File: src/common/otpp_pkg.sv
package otpp_pkg;

  // ****************************************
  // Widths and limits
  // ****************************************
  localparam int              ADDR_W    = 15;
  localparam int              DATA_W    = 8;
  localparam int              TMR_W     = 14;
  localparam logic [14:0]     FIRST_ADDR = 15'h0000;
  localparam logic [14:0]     LAST_ADDR = 15'h7fff;
  localparam logic [3:0]      MAX_TRIES = 4'ha;

  // ****************************************
  // Timing, in printed units, then cycles
  // ****************************************
  localparam int CLK_MHZ       = 100;
  localparam int PULSE_US      = 100;
  localparam int PW_MIN_US     = 95;
  localparam int PW_MAX_US     = 105;
  localparam int SETUP_US      = 2;
  localparam int DATA_VALID_NS = 150;
  localparam int FLOAT_NS      = 130;
  localparam int PULSE_CYC     = PULSE_US * CLK_MHZ;
  localparam int PW_MIN_CYC    = PW_MIN_US * CLK_MHZ;
  localparam int PW_MAX_CYC    = PW_MAX_US * CLK_MHZ;
  localparam int SETUP_CYC     = SETUP_US * CLK_MHZ;
  localparam int DV_CYC        = (DATA_VALID_NS * CLK_MHZ + 999) / 1000;
  localparam int FLOAT_CYC     = (FLOAT_NS * CLK_MHZ + 999) / 1000;

  // ****************************************
  // Sequencer states and phases
  // ****************************************
  typedef enum logic [11:0] {
    ST_IDLE  = 12'h001,
    ST_VCCUP = 12'h002,
    ST_VPPUP = 12'h004,
    ST_PSET  = 12'h008,
    ST_PULSE = 12'h010,
    ST_PHOLD = 12'h020,
    ST_RSET  = 12'h040,
    ST_ROE   = 12'h080,
    ST_FLOAT = 12'h100,
    ST_VPPDN = 12'h200,
    ST_VCCDN = 12'h400,
    ST_DONE  = 12'h800
  } otpp_state_t;

  typedef enum logic [3:0] {
    PH_FIRST  = 4'h1,
    PH_VERIFY = 4'h2,
    PH_FINAL  = 4'h4,
    PH_ID     = 4'h8
  } otpp_phase_t;

endpackage

File: src/common/otpp_tmr_if.sv
interface otpp_tmr_if;
  logic        load;
  logic [13:0] count;
  logic        done;
  modport ctl (output load, output count, input done);
  modport tmr (input load, input count, output done);
endinterface

File: src/design/otpp_prog_ctrl.sv
// What this block does
// - Each byte is written by one low chip-select pulse with program supply up.
// - Every program pulse lasts between 95 and 105 microseconds.
// - Programming starts with the address at the lowest location.
// - Both supplies go to programming level before any pulse.
// - First pass gives each address one pulse, with no reads in between.
// - Second pass verifies each byte; mismatch gets single pulses, at most ten.
// - A byte still wrong after ten pulses stops the run as failed.
// - A verified byte advances the address until all are checked.
// - After the last byte passes, both supplies return to read level.
// - At read level every byte is read back; any mismatch fails the part.
// - Identification mode is entered by raising the id voltage line.
module otpp_prog_ctrl #(
  parameter int PULSE_CYC = otpp_pkg::PULSE_CYC,
  parameter logic [otpp_pkg::ADDR_W-1:0] LAST_A = otpp_pkg::LAST_ADDR
) (
  // Clock and reset
  input  wire logic                          ref_clk,
  input  wire logic                          rst_n,
  // Job control
  input  wire logic                          prog_start,
  input  wire logic                          id_start,
  output logic                               busy,
  output logic                               done,
  output logic                               pass,
  output logic                               fail,
  output logic [otpp_pkg::ADDR_W-1:0]        fail_addr,
  output logic [otpp_pkg::DATA_W-1:0]        mfr_code,
  output logic [otpp_pkg::DATA_W-1:0]        dev_code,
  // Source image
  output logic [otpp_pkg::ADDR_W-1:0]        src_addr,
  input  wire logic [otpp_pkg::DATA_W-1:0]   src_data,
  // Device pins
  output logic [otpp_pkg::ADDR_W-1:0]        mem_addr,
  output logic                               ce_n,
  output logic                               oe_n,
  input  wire logic [otpp_pkg::DATA_W-1:0]   data_out_lines_in,
  output logic [otpp_pkg::DATA_W-1:0]        data_out_lines_out,
  output logic                               data_out_lines_oe_n,
  // Supply switches
  output logic                               vcc_prog_en,
  output logic                               vpp_prog_en,
  output logic                               id_voltage_line_en
);
  import otpp_pkg::*;

  localparam logic [TMR_W-1:0] PULSE_LD = PULSE_CYC[TMR_W-1:0];
  localparam int               PULSE_CHK = PULSE_CYC;

  // ****************************************
  // State
  // ****************************************
  otpp_state_t       state_r, state_nxt;
  otpp_phase_t       phase_r, phase_nxt;
  logic [ADDR_W-1:0] addr_r, addr_nxt;
  logic [DATA_W-1:0] dout_r, dout_nxt;
  logic              ce_n_r, ce_n_nxt;
  logic              oe_n_r, oe_n_nxt;
  logic              doe_n_r, doe_n_nxt;
  logic              vcc_r, vcc_nxt;
  logic              vpp_r, vpp_nxt;
  logic              hv_r, hv_nxt;
  logic              match_r, match_nxt;
  logic              pass_r, pass_nxt;
  logic              fail_r, fail_nxt;
  logic              done_r, done_nxt;
  logic [ADDR_W-1:0] fail_addr_r, fail_addr_nxt;
  logic [DATA_W-1:0] mfr_r, mfr_nxt;
  logic [DATA_W-1:0] dev_r, dev_nxt;
  logic              try_clr, try_inc, try_lim;
  logic [3:0]        try_cnt;
  logic              last;

  otpp_tmr_if tmr_if ();

  otpp_delay u_delay (
    .ref_clk (ref_clk),
    .rst_n   (rst_n),
    .tmr     (tmr_if.tmr)
  );

  otpp_retry u_retry (
    .ref_clk (ref_clk),
    .rst_n   (rst_n),
    .clr     (try_clr),
    .inc     (try_inc),
    .count   (try_cnt),
    .limit   (try_lim)
  );

  // Dwell of each timed state; the data setup gets one extra cycle because
  // the byte is taken from the source image during the first cycle.
  function automatic logic [TMR_W-1:0] dwell(input otpp_state_t s);
    case (s)
      ST_VCCUP, ST_VPPUP, ST_PHOLD,
      ST_RSET, ST_VPPDN, ST_VCCDN: dwell = SETUP_CYC[TMR_W-1:0];
      ST_PSET:                     dwell = SETUP_CYC[TMR_W-1:0] + 14'h0001;
      ST_PULSE:                    dwell = PULSE_LD;
      ST_ROE:                      dwell = DV_CYC[TMR_W-1:0];
      ST_FLOAT:                    dwell = FLOAT_CYC[TMR_W-1:0];
      default:                     dwell = '0;
    endcase
  endfunction

  assign last = (addr_r == LAST_A);

  // ****************************************
  // Sequencer
  // ****************************************
  always_comb begin
    state_nxt     = state_r;
    phase_nxt     = phase_r;
    addr_nxt      = addr_r;
    dout_nxt      = dout_r;
    vcc_nxt       = vcc_r;
    vpp_nxt       = vpp_r;
    hv_nxt        = hv_r;
    match_nxt     = match_r;
    pass_nxt      = pass_r;
    fail_nxt      = fail_r;
    fail_addr_nxt = fail_addr_r;
    mfr_nxt       = mfr_r;
    dev_nxt       = dev_r;
    done_nxt      = 1'b0;
    try_clr       = 1'b0;
    try_inc       = 1'b0;
    case (state_r)
      ST_IDLE: begin
        if (prog_start) begin
          phase_nxt = PH_FIRST;
          addr_nxt  = FIRST_ADDR;
          pass_nxt  = 1'b0;
          fail_nxt  = 1'b0;
          vcc_nxt   = 1'b1;
          state_nxt = ST_VCCUP;
        end else if (id_start) begin
          phase_nxt = PH_ID;
          addr_nxt  = FIRST_ADDR;
          hv_nxt    = 1'b1;
          state_nxt = ST_RSET;
        end
      end
      ST_VCCUP: begin
        if (tmr_if.done) begin
          vpp_nxt   = 1'b1;
          state_nxt = ST_VPPUP;
        end
      end
      ST_VPPUP: begin
        if (tmr_if.done) begin
          state_nxt = ST_PSET;
        end
      end
      ST_PSET: begin
        dout_nxt = src_data;
        if (tmr_if.done) begin
          state_nxt = ST_PULSE;
        end
      end
      ST_PULSE: begin
        if (tmr_if.done) begin
          state_nxt = ST_PHOLD;
        end
      end
      ST_PHOLD: begin
        if (tmr_if.done) begin
          if (phase_r == PH_FIRST) begin
            if (last) begin
              phase_nxt = PH_VERIFY;
              addr_nxt  = FIRST_ADDR;
              try_clr   = 1'b1;
              state_nxt = ST_RSET;
            end else begin
              addr_nxt  = addr_r + 15'h0001;
              state_nxt = ST_PSET;
            end
          end else begin
            try_inc   = 1'b1;
            state_nxt = ST_RSET;
          end
        end
      end
      ST_RSET: begin
        if (tmr_if.done) begin
          state_nxt = ST_ROE;
        end
      end
      ST_ROE: begin
        if (tmr_if.done) begin
          match_nxt = (data_out_lines_in == src_data);
          if (phase_r == PH_ID) begin
            if (addr_r[0]) begin
              dev_nxt = data_out_lines_in;
            end else begin
              mfr_nxt = data_out_lines_in;
            end
          end
          state_nxt = ST_FLOAT;
        end
      end
      ST_FLOAT: begin
        if (tmr_if.done) begin
          case (phase_r)
            PH_VERIFY: begin
              if (match_r) begin
                try_clr = 1'b1;
                if (last) begin
                  vpp_nxt   = 1'b0;
                  state_nxt = ST_VPPDN;
                end else begin
                  addr_nxt  = addr_r + 15'h0001;
                  state_nxt = ST_RSET;
                end
              end else if (try_lim) begin
                fail_nxt      = 1'b1;
                fail_addr_nxt = addr_r;
                vpp_nxt       = 1'b0;
                state_nxt     = ST_VPPDN;
              end else begin
                state_nxt = ST_PSET;
              end
            end
            PH_FINAL: begin
              if (!match_r) begin
                fail_nxt      = 1'b1;
                fail_addr_nxt = addr_r;
                state_nxt     = ST_DONE;
              end else if (last) begin
                pass_nxt  = 1'b1;
                state_nxt = ST_DONE;
              end else begin
                addr_nxt  = addr_r + 15'h0001;
                state_nxt = ST_RSET;
              end
            end
            PH_ID: begin
              if (addr_r[0]) begin
                hv_nxt    = 1'b0;
                state_nxt = ST_DONE;
              end else begin
                addr_nxt  = addr_r + 15'h0001;
                state_nxt = ST_RSET;
              end
            end
            default: state_nxt = ST_DONE;
          endcase
        end
      end
      ST_VPPDN: begin
        if (tmr_if.done) begin
          vcc_nxt   = 1'b0;
          state_nxt = ST_VCCDN;
        end
      end
      ST_VCCDN: begin
        if (tmr_if.done) begin
          if (fail_r) begin
            state_nxt = ST_DONE;
          end else begin
            phase_nxt = PH_FINAL;
            addr_nxt  = FIRST_ADDR;
            state_nxt = ST_RSET;
          end
        end
      end
      ST_DONE: begin
        done_nxt  = 1'b1;
        state_nxt = ST_IDLE;
      end
      default: state_nxt = ST_IDLE;
    endcase
    // Pins follow the next state so they switch on the same edge as it.
    ce_n_nxt  = !(state_nxt inside {ST_PULSE, ST_RSET, ST_ROE});
    oe_n_nxt  = (state_nxt != ST_ROE);
    doe_n_nxt = !(state_nxt inside {ST_PSET, ST_PULSE, ST_PHOLD});
  end

  assign tmr_if.load  = (state_nxt != state_r) && (dwell(state_nxt) != '0);
  assign tmr_if.count = dwell(state_nxt);

  always_ff @(posedge ref_clk or negedge rst_n) begin
    if (!rst_n) begin
      state_r     <= ST_IDLE;
      phase_r     <= PH_FIRST;
      addr_r      <= '0;
      dout_r      <= '0;
      ce_n_r      <= 1'b1;
      oe_n_r      <= 1'b1;
      doe_n_r     <= 1'b1;
      vcc_r       <= 1'b0;
      vpp_r       <= 1'b0;
      hv_r        <= 1'b0;
      match_r     <= 1'b0;
      pass_r      <= 1'b0;
      fail_r      <= 1'b0;
      done_r      <= 1'b0;
      fail_addr_r <= '0;
      mfr_r       <= '0;
      dev_r       <= '0;
    end else begin
      state_r     <= state_nxt;
      phase_r     <= phase_nxt;
      addr_r      <= addr_nxt;
      dout_r      <= dout_nxt;
      ce_n_r      <= ce_n_nxt;
      oe_n_r      <= oe_n_nxt;
      doe_n_r     <= doe_n_nxt;
      vcc_r       <= vcc_nxt;
      vpp_r       <= vpp_nxt;
      hv_r        <= hv_nxt;
      match_r     <= match_nxt;
      pass_r      <= pass_nxt;
      fail_r      <= fail_nxt;
      done_r      <= done_nxt;
      fail_addr_r <= fail_addr_nxt;
      mfr_r       <= mfr_nxt;
      dev_r       <= dev_nxt;
    end
  end

  assign busy                = (state_r != ST_IDLE);
  assign done                = done_r;
  assign pass                = pass_r;
  assign fail                = fail_r;
  assign fail_addr           = fail_addr_r;
  assign mfr_code            = mfr_r;
  assign dev_code            = dev_r;
  assign src_addr            = addr_r;
  assign mem_addr            = addr_r;
  assign ce_n                = ce_n_r;
  assign oe_n                = oe_n_r;
  assign data_out_lines_out  = dout_r;
  assign data_out_lines_oe_n = doe_n_r;
  assign vcc_prog_en         = vcc_r;
  assign vpp_prog_en         = vpp_r;
  assign id_voltage_line_en  = hv_r;

  // ****************************************
  // Checks
  // ****************************************
  logic [TMR_W-1:0] pw_cnt_r;

  always_ff @(posedge ref_clk or negedge rst_n) begin
    if (!rst_n) begin
      pw_cnt_r <= '0;
    end else if (!ce_n_r && !doe_n_r) begin
      pw_cnt_r <= pw_cnt_r + 14'h0001;
    end else begin
      pw_cnt_r <= '0;
    end
  end
endmodule // otpp_prog_ctrl

File: src/design/otpp_delay.sv
module otpp_delay (
  // Clock and reset
  input  wire logic ref_clk,
  input  wire logic rst_n,
  // Delay request
  otpp_tmr_if.tmr   tmr
);
  import otpp_pkg::*;

  logic [TMR_W-1:0] cnt_r;
  logic [TMR_W-1:0] cnt_nxt;

  // Done marks the last cycle of a loaded count, so a state lasts exactly N.
  always_comb begin
    cnt_nxt = cnt_r;
    if (tmr.load) begin
      cnt_nxt = tmr.count;
    end else if (cnt_r != '0) begin
      cnt_nxt = cnt_r - 14'h0001;
    end
  end

  always_ff @(posedge ref_clk or negedge rst_n) begin
    if (!rst_n) begin
      cnt_r <= '0;
    end else begin
      cnt_r <= cnt_nxt;
    end
  end

  assign tmr.done = (cnt_r == 14'h0001);

endmodule // otpp_delay

File: src/design/otpp_retry.sv
module otpp_retry (
  // Clock and reset
  input  wire logic       ref_clk,
  input  wire logic       rst_n,
  // Control
  input  wire logic       clr,
  input  wire logic       inc,
  // Status
  output logic [3:0]      count,
  output logic            limit
);
  import otpp_pkg::*;

  logic [3:0] cnt_r;
  logic [3:0] cnt_nxt;

  always_comb begin
    cnt_nxt = cnt_r;
    if (clr) begin
      cnt_nxt = 4'h0;
    end else if (inc && cnt_r != MAX_TRIES) begin
      cnt_nxt = cnt_r + 4'h1;
    end
  end

  always_ff @(posedge ref_clk or negedge rst_n) begin
    if (!rst_n) begin
      cnt_r <= 4'h0;
    end else begin
      cnt_r <= cnt_nxt;
    end
  end

  assign count = cnt_r;
  assign limit = (cnt_r == MAX_TRIES);

endmodule // otpp_retry

File: config.mk
export PLATFORM = sky130hd
export DESIGN_NAME = otpp_prog_ctrl
export DESIGN_NICKNAME = d
export VERILOG_FILES = /design/src/common/otpp_pkg.sv /design/src/common/otpp_tmr_if.sv /design/src/design/otpp_prog_ctrl.sv /design/src/design/otpp_delay.sv /design/src/design/otpp_retry.sv
export SDC_FILE = /design/constraint.sdc
export NUM_CORES = 1
export LEC_CHECK = 0
export ABC_CLOCK_PERIOD_IN_PS = 2800
export BUFFER_PORTS_ARGS = -buffer_cell sky130_fd_sc_hd__buf_2
export CAP_MARGIN = 0
export CORE_MARGIN = 10
export CORE_UTILIZATION = 35
export CTS_CLUSTER_SIZE = 25
export DETAILED_ROUTE_END_ITERATION = 7
export GPL_TIMING_DRIVEN = 0
export PLACE_DENSITY = 0.62
export SYNTH_ARGS = -nofsm -noshare
export SYNTH_HDL_FRONTEND = slang
export SYNTH_SLANG_ARGS = --single-unit
File: constraint.sdc
create_clock -name ref_clk -period 2.8 [get_ports ref_clk]
set_input_delay 0.14 -clock ref_clk [delete_from_list [all_inputs] [get_ports ref_clk]]
set_output_delay 0.14 -clock ref_clk [all_outputs]
set_load 0.1 [all_outputs]
## Word-level counts from Yosys, hierarchy flattened

Index checks and enable logic that the tools add are counted.
Widths: inputs -> output; s select.

- Word-level logic and storage cells: 211
- Flip-flop bits (word level): 98

- Bitwise operators: 1
- Muxes and demuxes: 92
- Equality and inequality tests: 65
- Add/subtract/negate cells: 3
- Reductions and logical operators: 30

Operators by type and width:

| kind | number |
|---|---|
| $mux 12 | 18 |
| $mux 15 | 14 |
| $pmux 12 s11 | 1 |
| $pmux 14 s5 | 1 |
| $pmux 15 s2 | 2 |
| $pmux 15 s4 | 1 |
| $mux 4 | 9 |
| $ne 2x2->1 const B | 18 |
| $pmux 12 s3 | 1 |
| $mux 1 | 32 |
| $ne 3x3->1 const B | 10 |
| $mux 14 | 2 |
| $reduce_bool 14->1 | 2 |
| $eq 12x10->1 const B | 2 |
| $eq 12x11->1 const B | 2 |
| $eq 12x2->1 const B | 2 |
| $eq 12x3->1 const B | 2 |
| $eq 12x4->1 const B | 2 |
| $eq 12x5->1 const B | 2 |
| $eq 12x6->1 const B | 2 |
| $eq 12x7->1 const B | 2 |
| $eq 12x8->1 const B | 2 |
| $eq 12x9->1 const B | 2 |
| $reduce_and 6->1 | 4 |
| other kinds (36) | 56 |

## Longest topological paths before layout

Gate-level depths: netlist of the first run.

- Depth after elaboration: 12
- Depth in mapped cells: 11

## Cells and area by module

Synthesis of the first run repeated with hierarchy kept, for this count alone.

- Cell total of the unflattened synthesis: 594
- Area total of the unflattened synthesis: 5723.0 um2

Modules (own cells, without submodules):

| module | instances | cells each | area each (um2) |
|---|---|---|---|
| otpp_prog_ctrl | 1 | 473 | 4643.2 |
| otpp_delay | 1 | 98 | 847.1 |
| otpp_retry | 1 | 23 | 232.7 |

## Worst setup path after synthesis of the first run

OpenSTA, ideal clock, no wires.

- Kind: reg-to-reg
- From: reg addr_r[0], in the netlist mem_addr[0]
- To: reg u_delay.cnt_r[11]
- Stages on the path, launching flop included: 10
- Data arrival time: 3.139 ns
- Setup slack: -0.450 ns
- Buffers on the path: 1
- Cells stage by stage: dfrtp_1 -> ha_1 -> nand3_1 -> nor4_4 -> nor2_1 -> o21ai_1 -> a31oi_1 -> nand3b_2 -> buf_6 -> a2111oi_2

- Cells in the longest elaborated chain, start to end: 12
- Elaborated cells on any way between the ends: 29
- Those cells by class: eq/ne: 12; mux: 13; reduce/logical: 4

Ends and longest elaborated chain:

| what | line | RTL |
|---|---|---|
| start, declared | otpp_prog_ctrl.sv:55 | `logic [ADDR_W-1:0] addr_r, addr_nxt;` |
| start signal, assigned | otpp_prog_ctrl.sv:303 | `addr_r <= addr_nxt;` |
| $eq 15x15->1 | otpp_prog_ctrl.sv:105 | `assign last = (addr_r == LAST_A);` |
| $mux 12 / $mux 10 (equally long branches) | otpp_prog_ctrl.sv:228, otpp_prog_ctrl.sv:207 |  |
| $mux 12 (on tied branches) | otpp_prog_ctrl.sv:224, otpp_prog_ctrl.sv:205 |  |
| $pmux 12 s3 | otpp_prog_ctrl.sv:203 | `case (phase_r)` |
| $mux 12 | otpp_prog_ctrl.sv:202 | `if (tmr_if.done) begin` |
| $pmux 12 s11 * | otpp_prog_ctrl.sv:127 | `case (state_r)` |
| net state_nxt[6] | otpp_prog_ctrl.sv:53 | `otpp_state_t state_r, state_nxt;` |
| $eq 12x7->1, or another cell as far along | otpp_prog_ctrl.sv:94 | `case (s)` |
| $reduce_or 6->1 | otpp_prog_ctrl.sv:94 |  |
| $pmux 14 s5 | otpp_prog_ctrl.sv:94 |  |
| $reduce_bool 14->1 | otpp_prog_ctrl.sv:278 | `assign tmr_if.load = (state_nxt != state_r) && (dwell(state_nxt) != '0);` |
| $logic_and 1x1->1 * | otpp_prog_ctrl.sv:278 |  |
| $mux 14 / $reduce_bool 2->1 (equally long branches) | n/a |  |
| end signal, assigned | otpp_delay.sv:27 | `cnt_r <= cnt_nxt;` |
| end, declared | otpp_delay.sv:10 | `logic [TMR_W-1:0] cnt_r;` |

The timed path passes the listed nets; every way through them passes the cells marked *.
A chain may end at the register's enable or synchronous reset.

## Worst setup path after layout of the first run

- From: reg state_r[8]
- To: reg u_delay.cnt_r[2]

- Cells in the longest elaborated chain, start to end: 9
- Elaborated cells on any way between the ends: 41
- Those cells by class: eq/ne: 22; mux: 15; reduce/logical: 4

Ends and longest elaborated chain:

| what | line | RTL |
|---|---|---|
| start, declared | otpp_prog_ctrl.sv:53 |  |
| start signal, assigned | otpp_prog_ctrl.sv:301 | `state_r <= state_nxt;` |
| parallel branches: the longest is 9 deep, another holds $pmux 14 s5 | n/a |  |

Parallel ways; which one is timed is not known.

==> impl_metrics.py, run 1 <==
metrics = {
    "drt": {
        "dr_total_vias": 4728,
        "routed_wl_um": 15600,
        "wl_per_cell_um": 17.5,
        "drt-vias-per-instance": 5.30,
        "firstDrtPassIters": 5,
        "dr.first_iter.drc_count": 357,
        "antenna_left": 0,
        "drc": 0,
    },
    "yosys": {
        "synth_edf_count": 0,
        "synthesis.area_mm2": 0.00555,
        "seq_area_frac_synth_pct": 44.3,
        "synthArstFlopShare_pct": 100,
        "ys_warn_count": 0,
        "synth.avg_cell_area_um2": 10.0,
        "ys.flop_type": "dfrtp_1",
        "syn_inst": 554,
        "ys_ff_latch": 98,
        "synthDistinctLibCells": 78,
        "syn_nets": 580,
    },
    "clocking": {
        "path_clk_slew_ps": 70,
        "cts_max_path_buffers": 2,
        "numCtsBuffers": 9,
        "clock-root-buffer": "clkbuf_16",
        "htreeDepth": 3,
        "cts_tree": "built",
        "insertion_delay_ps": 350,
        "cts_num_sinks": 98,
    },
    "hold_path": {
        "hp-start": "src_data[7]",
        "hold_path.class": "input port to flip-flop",
        "hold_depth": 2,
    },
    "timing": {
        "slew-limit-headroom_pct": 51.8,
        "finalCritPeriodShare_pct": 97.2,
        "final-hold-violation-count": 0,
        "setup_viol": 0,
        "fmax_mhz": 367,
        "rsz0062_at_grt": "true",
        "worst_pin_slew_ps": 705,
        "period_needed_ps": 2720,
        "layout_setup_ws_ps": 78.2,
        "fin_hold_ws_ps": 45.5,
        "skew_ps": 14.6,
        "finalMaxSlewViolations": 0,
    },
    "placed_design": {
        "detailed_place_hpwl_um": 11600,
        "place_ws_ps": -255,
        "numPortBuffers": 98,
        "gp_congestion": 0.901,
        "placed_area_mm2": 0.00635,
    },
    "pwr": {
        "p_per_area_mw_per_mm2": 675,
        "leakage_uw": 0.00326,
        "ir_drop_mv": 0.639,
    },
    "global_route": {
        "grtUsageMet3_pct": 3.57,
        "grt_pass1_wl_um": 25200,
        "grt_util_all_layers_pct": 14.3,
        "grt_overflow": 0,
        "grt_max_degree": 61,
        "grt_pass1_vias": 4656,
        "antenna_found_initial": 0,
        "gr-max-usage-layer": "met2",
        "grtUsageMet1_pct": 18.8,
        "use_met2_pct": 22.7,
    },
    "die": {
        "die_y_um": 146,
        "io_pins": 99,
        "fp.dieW_um": 146,
        "start_util_pct": 36.1,
        "core_mm2": 0.0154,
        "die-area_mm2": 0.0213,
        "fp-row-count": 45,
    },
    "critical_path": {
        "critical_path_class": "flip-flop to flip-flop",
        "worstPathArrival_ps": 2960,
        "r2r_slack_ps": 80,
        "reg2reg_to": "u_delay.cnt_r[2]",
        "required_ps": 3040,
        "path_max_fanout": 9,
        "reg2reg_depth": 8,
        "startpoint": "state_r[8]",
        "worst_setup_path_end_kind": "flip-flop",
        "cp-endpoint": "u_delay.cnt_r[2]",
        "r2r_start": "state_r[8]",
        "start_kind": "flip-flop",
    },
    "cells_and_area": {
        "syn2layout_area_growth_pct": 24.5,
        "multi_input_area_mm2": 0.00291,
        "final_nets": 702,
        "fillerInstances": 1491,
        "drive_gt1_share_pct": 38.8,
        "register_area_mm2": 0.00248,
        "n_antenna_cell": 0,
        "finish.instance_area_mm2": 0.00691,
    },
    "job": {
        "drv_cap": 0,
    },
    "outcome": {
        "status": "complete, no violations",
    },
}
## stage by stage
step	util, %	std cells	total power, uW	TNS, ps
finish	44.9	892	4660	0
global route	44.9	892	4910	-495
CTS	43.8	885	4540	0
detailed placement	41.3	864	3140	-3040
global placement	41.1	863	3110	-2610
floorplan	-	554	2770	0
## cell usage after synthesis, types with 6 or more instances
library cell,instances,area [um^2]
nand4_1,11,68.8
or4_1,8,60.1
o21ai_1,11,55.1
a21oi_1,22,110
xnor2_1,17,149
xor2_1,7,61.3
dfrtp_1,93,2330
o31ai_1,9,67.6
buf_2,13,65.1
mux2_2,38,428
inv_1,15,56.3
ha_1,6,75.1
nand2_1,41,154
nor2_1,54,203
buf_4,16,120
and3_1,10,62.6
o21ai_0,21,105
nor4_1,8,50.1
nor3_1,14,70.1
nand3_1,24,120
nor4b_1,7,61.3
a31oi_1,6,37.5
## critical path: stages, from the launching register on
cell and delay (ps):
dfrtp_1 360, buf_4 180, or4_4 500, or4_4 430
a221o_1 370, nand2_2 130, a31oi_2 130, and4b_2 310
o22a_1 200
## layout by cell type, fill, tap and decap left out, types with 11 or more instances in the layout
cell type | netlist | final
a21oi_1 | 22 | 22
buf_2 | 13 | 107
buf_4 | 16 | 31
dfrtp_1 | 93 | 80
dfrtp_2 | 0 | 11
inv_1 | 15 | 15
mux2_2 | 38 | 38
nand2_1 | 41 | 40
nand3_1 | 24 | 21
nand4_1 | 11 | 11
nor2_1 | 54 | 53
nor3_1 | 14 | 14
o21ai_0 | 21 | 21
o21ai_1 | 11 | 11
xnor2_1 | 17 | 17
## report_power, final
part           internal, uW  switching [uW]  total, uW
clock network           795             579       1370
registers              1530             121       1650
logic                   585            1050       1640
total                  2910            1750       4660
## final cells by class
| cell class | count | share of cell area, % |
|---|---|---|
| repair buffers | 112 | 8.99 |
| clock inverters | 6 | 1.40 |
| multi-input cells | 402 | 42.1 |
| clock buffers | 10 | 3.32 |
| inverters | 16 | 0.870 |
| well taps | 211 | 3.82 |
| flip-flops and latches | 98 | 35.9 |
| plain buffers | 37 | 3.57 |
## worst min-delay path by stage
stage / to
final: data_out_lines_out[7]
after global routing: data_out_lines_out[7]
after CTS: data_out_lines_out[7]
after detailed placement: data_out_lines_out[1]
after global placement: data_out_lines_out[6]
after floorplan: data_out_lines_out[0]
## cells by family after synthesis
family | share of synthesized area [%]
AOI/OAI and AO/OA | 13.4
DFF | 44.3
muxes | 8.26
buffers and inverters | 5.46
xor gates and xnor gates | 3.79
adders and majority gates | 1.35
and+or+nand+nor | 23.4
## routing by layer
metal	routed length (um)	part of all wire (%)
met3	844	5.4
met4	147	0.94
met5	0	0
met2	7440	48
met1	7180	46
## sequential cells by signal, indices dropped and copies added (netlist names)
register             flops
fail_addr               15
mem_addr                15
u_delay.cnt_r           14
state_r                 12
data_out_lines_out       8
dev_code                 8
mfr_code                 8
phase_r                  4
u_retry.count            4
ce_n                     1
data_out_lines_oe_n      1
done                     1
fail                     1
id_voltage_line_en       1
match_r                  1
oe_n                     1
pass                     1
vcc_prog_en              1
vpp_prog_en              1
## timing repair
action	4_1_cts	5_1_grt
hold endpoints to repair	34	0
setup endpoints to repair	23	42
pin swaps	2	4
gates cloned	0	0
hold buffers	1	0
setup buffers	4	8
resized for setup	4	25
Note: power is estimated with default switching activity, not from simulation.
==> run 2, diff against run 1 <==
--- a/config.mk
+++ b/config.mk
@@ -8,12 +8,14 @@
 export ABC_CLOCK_PERIOD_IN_PS = 2800
 export BUFFER_PORTS_ARGS = -buffer_cell sky130_fd_sc_hd__buf_2
 export CAP_MARGIN = 0
+export CELL_PAD_IN_SITES_DETAIL_PLACEMENT = 1
+export CELL_PAD_IN_SITES_GLOBAL_PLACEMENT = 2
 export CORE_MARGIN = 10
 export CORE_UTILIZATION = 35
 export CTS_CLUSTER_SIZE = 25
 export DETAILED_ROUTE_END_ITERATION = 7
 export GPL_TIMING_DRIVEN = 0
-export PLACE_DENSITY = 0.62
+export PLACE_DENSITY = 0.87
 export SYNTH_ARGS = -nofsm -noshare
 export SYNTH_HDL_FRONTEND = slang
 export SYNTH_SLANG_ARGS = --single-unit
==> run 2 against run 1 <==
Effect of this change: worst hold slack worse by 4.3 ps; highest routed layer unchanged; global-route usage up 1.9 points; sequential power about the same; largest power group is now combinational cells; first-iteration DRC count down 34%; maximum frequency down 0.16%.
==> impl_metrics.py, run 2 (same netlist as run 1, synthesis figures left out) <==
metrics = {
    "timing": {
        "slew-limit-headroom_pct": 43.2,
        "finalMaxSlewViolations": 0,
        "fmax_mhz": 367,
        "final-hold-violation-count": 0,
        "period_needed_ps": 2730,
        "worst_pin_slew_ps": 844,
        "setup_viol": 0,
        "finalCritPeriodShare_pct": 97.4,
        "rsz0062_at_grt": "true",
        "skew_ps": 10.6,
    },
    "global_route": {
        "grt_pass1_vias": 5129,
        "antenna_found_initial": 0,
        "grt_max_degree": 65,
        "grt_overflow": 0,
        "grt_util_all_layers_pct": 16.2,
        "grt_pass1_wl_um": 28300,
    },
    "cells_and_area": {
        "finish.instance_area_mm2": 0.00700,
        "final_cell_mix": "buf_2 (107), dfrtp_1 (80), nor2_1 (52)",
        "final_common_cell": "buf_2",
        "n_antenna_cell": 0,
        "drive_gt1_share_pct": 40.2,
        "syn2layout_area_growth_pct": 26.2,
        "utilization_pct": 45.5,
        "final_nets": 707,
    },
    "clocking": {
        "numCtsBuffers": 9,
        "cts_num_sinks": 98,
        "path_clk_slew_ps": 70,
        "htreeDepth": 3,
        "cts_max_path_buffers": 2,
        "clock-root-buffer": "clkbuf_16",
        "cts_tree": "built",
        "insertion_delay_ps": 360,
    },
    "pwr": {
        "swShare_pct": 36.9,
        "p_seq_share_pct": 34.1,
        "leakage_uw": 0.00332,
        "ir_drop_mv": 0.453,
        "p_total_uw": 4840,
        "p_sw_uw": 1780,
        "p_per_area_mw_per_mm2": 692,
        "p_int_uw": 3060,
        "clockPowerShare_pct": 31.0,
        "pwr-share-comb_pct": 34.9,
    },
    "critical_path": {
        "crit_path_cell_trace": "buf_4, or4_4, or4_4, a221o_1, nand2_2, a31oi_4, and4b_2, o22a_1",
        "cpPeakStageDelay_ps": 500,
        "r2r_start": "state_r[8]",
        "cp_top_family": "simple AND/OR/NAND/NOR gates",
        "r2r_slack_ps": 70,
        "reg2reg_to": "u_delay.cnt_r[2]",
        "required_ps": 3050,
        "crit_top_cell": "or4_4",
        "critical_path_class": "flip-flop to flip-flop",
        "worst_setup_path_end_kind": "flip-flop",
        "start_kind": "flip-flop",
        "reg2reg_depth": 8,
        "worstPathArrival_ps": 2970,
        "critPathBufInv": 1,
        "critPathSlowestCell": "or4_4",
        "path_max_fanout": 9,
    },
    "placed_design": {
        "gp_congestion": 0.866,
        "placed_area_mm2": 0.00635,
        "detailed_place_hpwl_um": 12800,
        "numPortBuffers": 98,
    },
    "job": {
        "drv_cap": 0,
    },
    "drt": {
        "routed_wl_um": 17500,
        "firstDrtPassIters": 4,
        "drc": 0,
        "dr_total_vias": 4834,
        "dr.first_iter.drc_count": 235,
        "wl_per_cell_um": 19.5,
        "drt-vias-per-instance": 5.39,
        "antenna_left": 0,
    },
    "hold_path": {
        "hold_depth": 2,
        "hold_path.class": "input port to flip-flop",
        "hp-start": "src_data[3]",
        "holdPathEnd": "data_out_lines_out[3]",
    },
    "die": {
        "die_y_um": 146,
        "io_pins": 99,
        "fp-row-count": 45,
        "die-area_mm2": 0.0213,
        "fp.dieW_um": 146,
        "core_mm2": 0.0154,
        "start_util_pct": 36.1,
    },
    "outcome": {
        "status": "complete, no violations",
    },
}
[run 2: final cells by class]
| class | count | area [um^2] |
|---|---|---|
| Fill cell | 1769 | 8370 |
| Multi-Input combinational cell | 402 | 2930 |
| Sequential cell | 98 | 2480 |
| Timing Repair Buffer | 117 | 658 |
| Tap cell | 211 | 264 |
| Buffer | 37 | 249 |
| Clock buffer | 10 | 239 |
| Clock inverter | 6 | 119 |
| Inverter | 16 | 60.1 |
[run 2: power by group through the flow]
stage | clock network, uW | logic, uW | registers, uW
2_1_floorplan | 0 | 993 | 1780
3_3_place_gp | 0 | 1450 | 1660
3_5_place_dp | 0 | 1480 | 1670
4_1_cts | 1540 | 1510 | 1640
5_1_grt | 1600 | 1850 | 1670
6_report | 1500 | 1690 | 1650
[run 2: per-stage QoR]
stage | TNS (ps) | std cells | setup WS, ps | hold WS [ps]
after floorplan | 0 | 554 | 8.02 | -156
after global placement | -2980 | 863 | -307 | 402
after detailed placement | -3800 | 864 | -387 | 143
after CTS | -53.8 | 886 | -53.8 | 33.8
after global routing | -103 | 897 | -50.8 | 33.8
final | 0 | 897 | 73.7 | 41.2
[run 2: repair_timing]
action | in CTS | in global routing
hold endpoints to repair | 31 | 0
pin swaps | 3 | 9
gates resized for setup | 8 | 29
hold buffers | 1 | 0
endpoints found under the setup margin | 37 | 39
setup buffers | 5 | 12
[run 2: worst max-delay path by stage]
stage,start,slack [ps],endpoint,cells after the start
after global placement,mem_addr[0],-310,mem_addr[7],8
after CTS,state_r[2],-50,mem_addr[4],8
final,state_r[8],70,u_delay.cnt_r[2],8
after floorplan,mem_addr[14],8,u_delay.cnt_r[11],8
after detailed placement,mem_addr[0],-390,mem_addr[4],8
after global routing,state_r[7],-50,u_retry.count[3],7
[run 2: layer usage]
| layer | vias to the layer above | share of wire [%] | global-route usage, % |
|---|---|---|---|
| met5 | - | 0 | 0 |
| met4 | 0 | 1.8 | 4.85 |
| met3 | 23 | 4.9 | 4.41 |
| met2 | 109 | 50 | 27.0 |
| met1 | 2446 | 43 | 19.8 |
| li1 | 2256 | - | - |
[run 2: worst reg2reg max path: stages (launching register included)]
cell,delay (ps)
dfrtp_1,370
buf_4,180
or4_4,510
or4_4,430
a221o_1,380
nand2_2,150
a31oi_4,120
and4b_2,290
o22a_1,200
==> run 3, diff against run 2 <==
--- a/config.mk
+++ b/config.mk
@@ -5,17 +5,19 @@
 export SDC_FILE = /design/constraint.sdc
 export NUM_CORES = 1
 export LEC_CHECK = 0
+export ABC_AREA = 1
 export ABC_CLOCK_PERIOD_IN_PS = 2800
-export BUFFER_PORTS_ARGS = -buffer_cell sky130_fd_sc_hd__buf_2
+export BUFFER_PORTS_ARGS = -buffer_cell sky130_fd_sc_hd__buf_4
 export CAP_MARGIN = 0
 export CELL_PAD_IN_SITES_DETAIL_PLACEMENT = 1
 export CELL_PAD_IN_SITES_GLOBAL_PLACEMENT = 2
 export CORE_MARGIN = 10
-export CORE_UTILIZATION = 35
+export CORE_UTILIZATION = 33
 export CTS_CLUSTER_SIZE = 25
 export DETAILED_ROUTE_END_ITERATION = 7
+export GPL_ROUTABILITY_DRIVEN = 0
 export GPL_TIMING_DRIVEN = 0
-export PLACE_DENSITY = 0.87
+export PLACE_DENSITY = 0.89
 export SYNTH_ARGS = -nofsm -noshare
 export SYNTH_HDL_FRONTEND = slang
 export SYNTH_SLANG_ARGS = --single-unit
==> run 3 against run 2 <==
Effect of this change: flip-flop and latch count did not move; die area up 9.9%; first-iteration DRC count grew 11%; design area grew 3.7%; critical path type unchanged; setup slack improved by 210 ps.
==> impl_metrics.py, run 3 <==
metrics = {
    "global_route": {
        "grt_pass1_wl_um": 30800,
        "grt_pass1_vias": 5538,
        "antenna_found_initial": 0,
        "grt_overflow": 0,
        "grt_max_degree": 99,
        "grt_util_all_layers_pct": 16.0,
    },
    "clocking": {
        "htreeDepth": 3,
        "cts_tree": "built",
        "post-cts-setup-buffers": 0,
        "cts_max_path_buffers": 2,
        "cts_num_sinks": 98,
        "insertion_delay_ps": 360,
        "clock-root-buffer": "clkbuf_16",
        "path_clk_slew_ps": 70,
        "numCtsBuffers": 9,
    },
    "cells_and_area": {
        "syn2layout_area_growth_pct": 24.5,
        "final_cell_mix": "nand2_1 (174), buf_4 (112), inv_1 (105)",
        "drive_gt1_share_pct": 23.8,
        "n_antenna_cell": 0,
        "final_nets": 898,
        "finish.instance_area_mm2": 0.00726,
        "final_common_cell": "nand2_1",
        "utilization_pct": 42.0,
    },
    "critical_path": {
        "worst_setup_path_end_kind": "flip-flop",
        "path_max_fanout": 7,
        "cpPeakStageDelay_ps": 480,
        "required_ps": 3050,
        "start_kind": "flip-flop",
        "cp_top_family": "simple AND/OR/NAND/NOR gates",
        "critical_path_class": "flip-flop to flip-flop",
        "crit_path_cell_trace": "ha_1, nand2_1, nor2_4, nand3_4, nand2_2, nor2_1, nor2_1, nand2_1, nand2_1, nand4_1, nor2_2, nand3_2, nand2_4, nand2_4, clkinv_2, nor2_1",
        "critPathSlowestCell": "dfrtp_1",
        "worstPathArrival_ps": 2760,
        "critPathBufInv": 1,
    },
    "die": {
        "fp.dieW_um": 153,
        "die-area_mm2": 0.0234,
        "die_y_um": 153,
        "core_mm2": 0.0173,
        "io_pins": 99,
        "fp-row-count": 48,
        "start_util_pct": 33.7,
    },
    "timing": {
        "slew-limit-headroom_pct": 60.6,
        "rsz0062_at_grt": "false",
        "worst_pin_slew_ps": 586,
        "setup_viol": 0,
        "skew_ps": 7.42,
        "final-hold-violation-count": 0,
        "period_needed_ps": 2510,
        "fmax_mhz": 398,
        "final.setup.tns_ps": 0,
        "finalCritPeriodShare_pct": 89.7,
        "finalMaxSlewViolations": 0,
    },
    "pwr": {
        "ir_drop_mv": 0.400,
        "leakage_uw": 0.00373,
        "p_per_area_mw_per_mm2": 765,
    },
    "yosys": {
        "synth_largest_area_cell": "dfrtp_1",
        "synth_edf_count": 0,
        "synthesis.area_mm2": 0.00583,
        "syn_inst": 754,
        "ys_warn_count": 0,
        "ys.flop_type": "dfrtp_1",
        "yosysMostFrequentCell": "nand2_1",
        "synth_common_cells": "nand2_1 (174), inv_1 (105), dfrtp_1 (93)",
        "seq_area_frac_synth_pct": 42.2,
        "syn_nets": 780,
        "synthArstFlopShare_pct": 100,
        "synth.top_cells.by_area": "dfrtp_1 (40%), nand2_1 (11%), inv_1 (6.8%), nor2_1 (5.2%), o21ai_0 (4.8%)",
        "synth.avg_cell_area_um2": 7.73,
        "synthDistinctLibCells": 49,
        "netlist.area_leader.share_pct": 39.9,
        "ys_ff_latch": 98,
    },
    "drt": {
        "drt-vias-per-instance": 4.79,
        "drc": 0,
        "antenna_left": 0,
        "dr.first_iter.drc_count": 262,
        "firstDrtPassIters": 4,
        "wl_per_cell_um": 17.0,
        "dr_total_vias": 5284,
        "routed_wl_um": 18700,
    },
    "job": {
        "drv_cap": 0,
    },
    "placed_design": {
        "detailed_place_hpwl_um": 14600,
        "numPortBuffers": 98,
        "placed_area_mm2": 0.00685,
    },
    "hold_path": {
        "hold_path.class": "input port to flip-flop",
    },
    "outcome": {
        "status": "complete, no violations",
    },
}
## run 3: final cells by class
type                    count  area [um^2]
multi-input cells         518         2770
clock inverters             3         21.3
well taps                 225          282
plain buffers              24          178
inverters                 114          434
flip-flops and latches     98         2460
clock buffers              13          270
repair buffers            107          847
fillers                  2154        10000
## run 3: what timing repair did
action                                  CTS  global route
endpoints found under the setup margin    0            12
hold buffers                              7             1
endpoints found under the hold margin     7            93
resized for setup                         0             3
## run 3: layer usage
metal	track usage, %	part of all wire [%]	vias up
met5	0	0	-
met4	3.27	0.84	0
met3	4.80	4.9	8
met2	24.2	45	86
met1	22.2	50	2567
li1	-	-	2623
## run 3: through the flow
step	instances	total power, uW	worst slack, ps	hold slack, ps
6_report	1102	5550	288	11.8
3_5_place_dp	1077	4280	130	366
4_1_cts	1100	5580	105	3.48
5_1_grt	1102	5910	40.4	12.6
3_3_place_gp	1077	4240	119	359
2_1_floorplan	754	3640	42.7	-156
## run 3: worst paths after layout
| path | startpoint | cells past startpoint | slack [ps] | to |
|---|---|---|---|---|
| worst max-delay path | mem_addr[1] | 16 | 290 | u_delay.cnt_r[8] |
| worst min-delay path | src_data[6] | 3 | 10 | data_out_lines_out[6] |
| worst max register to register | mem_addr[1] | 16 | 290 | u_delay.cnt_r[8] |
| worst min register to register | fail_addr[2] | 2 | 480 | fail_addr[2] |
| max in group asynchronous | rst_n | 3 | 1990 | state_r[0] |
| min in group asynchronous | rst_n | 2 | 130 | fail_addr[12] |
## run 3: where the power goes
part           switching, uW  internal, uW
registers                161          1600
logic                   1820           705
clock network            582           680
## run 3: cell families (layout without fill, tap and decap cells)
group | count (synthesis) | in the layout | share of synthesized area (%)
buf+inv | 138 | 261 | 10.5
flops | 98 | 98 | 42.2
simple gates | 379 | 379 | 31.9
xor+xnor | 20 | 20 | 3.00
fa+ha+maj | 6 | 6 | 1.29
compound gates | 112 | 112 | 10.9
mux | 1 | 1 | 0.193
## run 3: tightest hold or removal path: stages
cell	delay, ps
buf_4	100
nand2_1	50
nand2_1	50
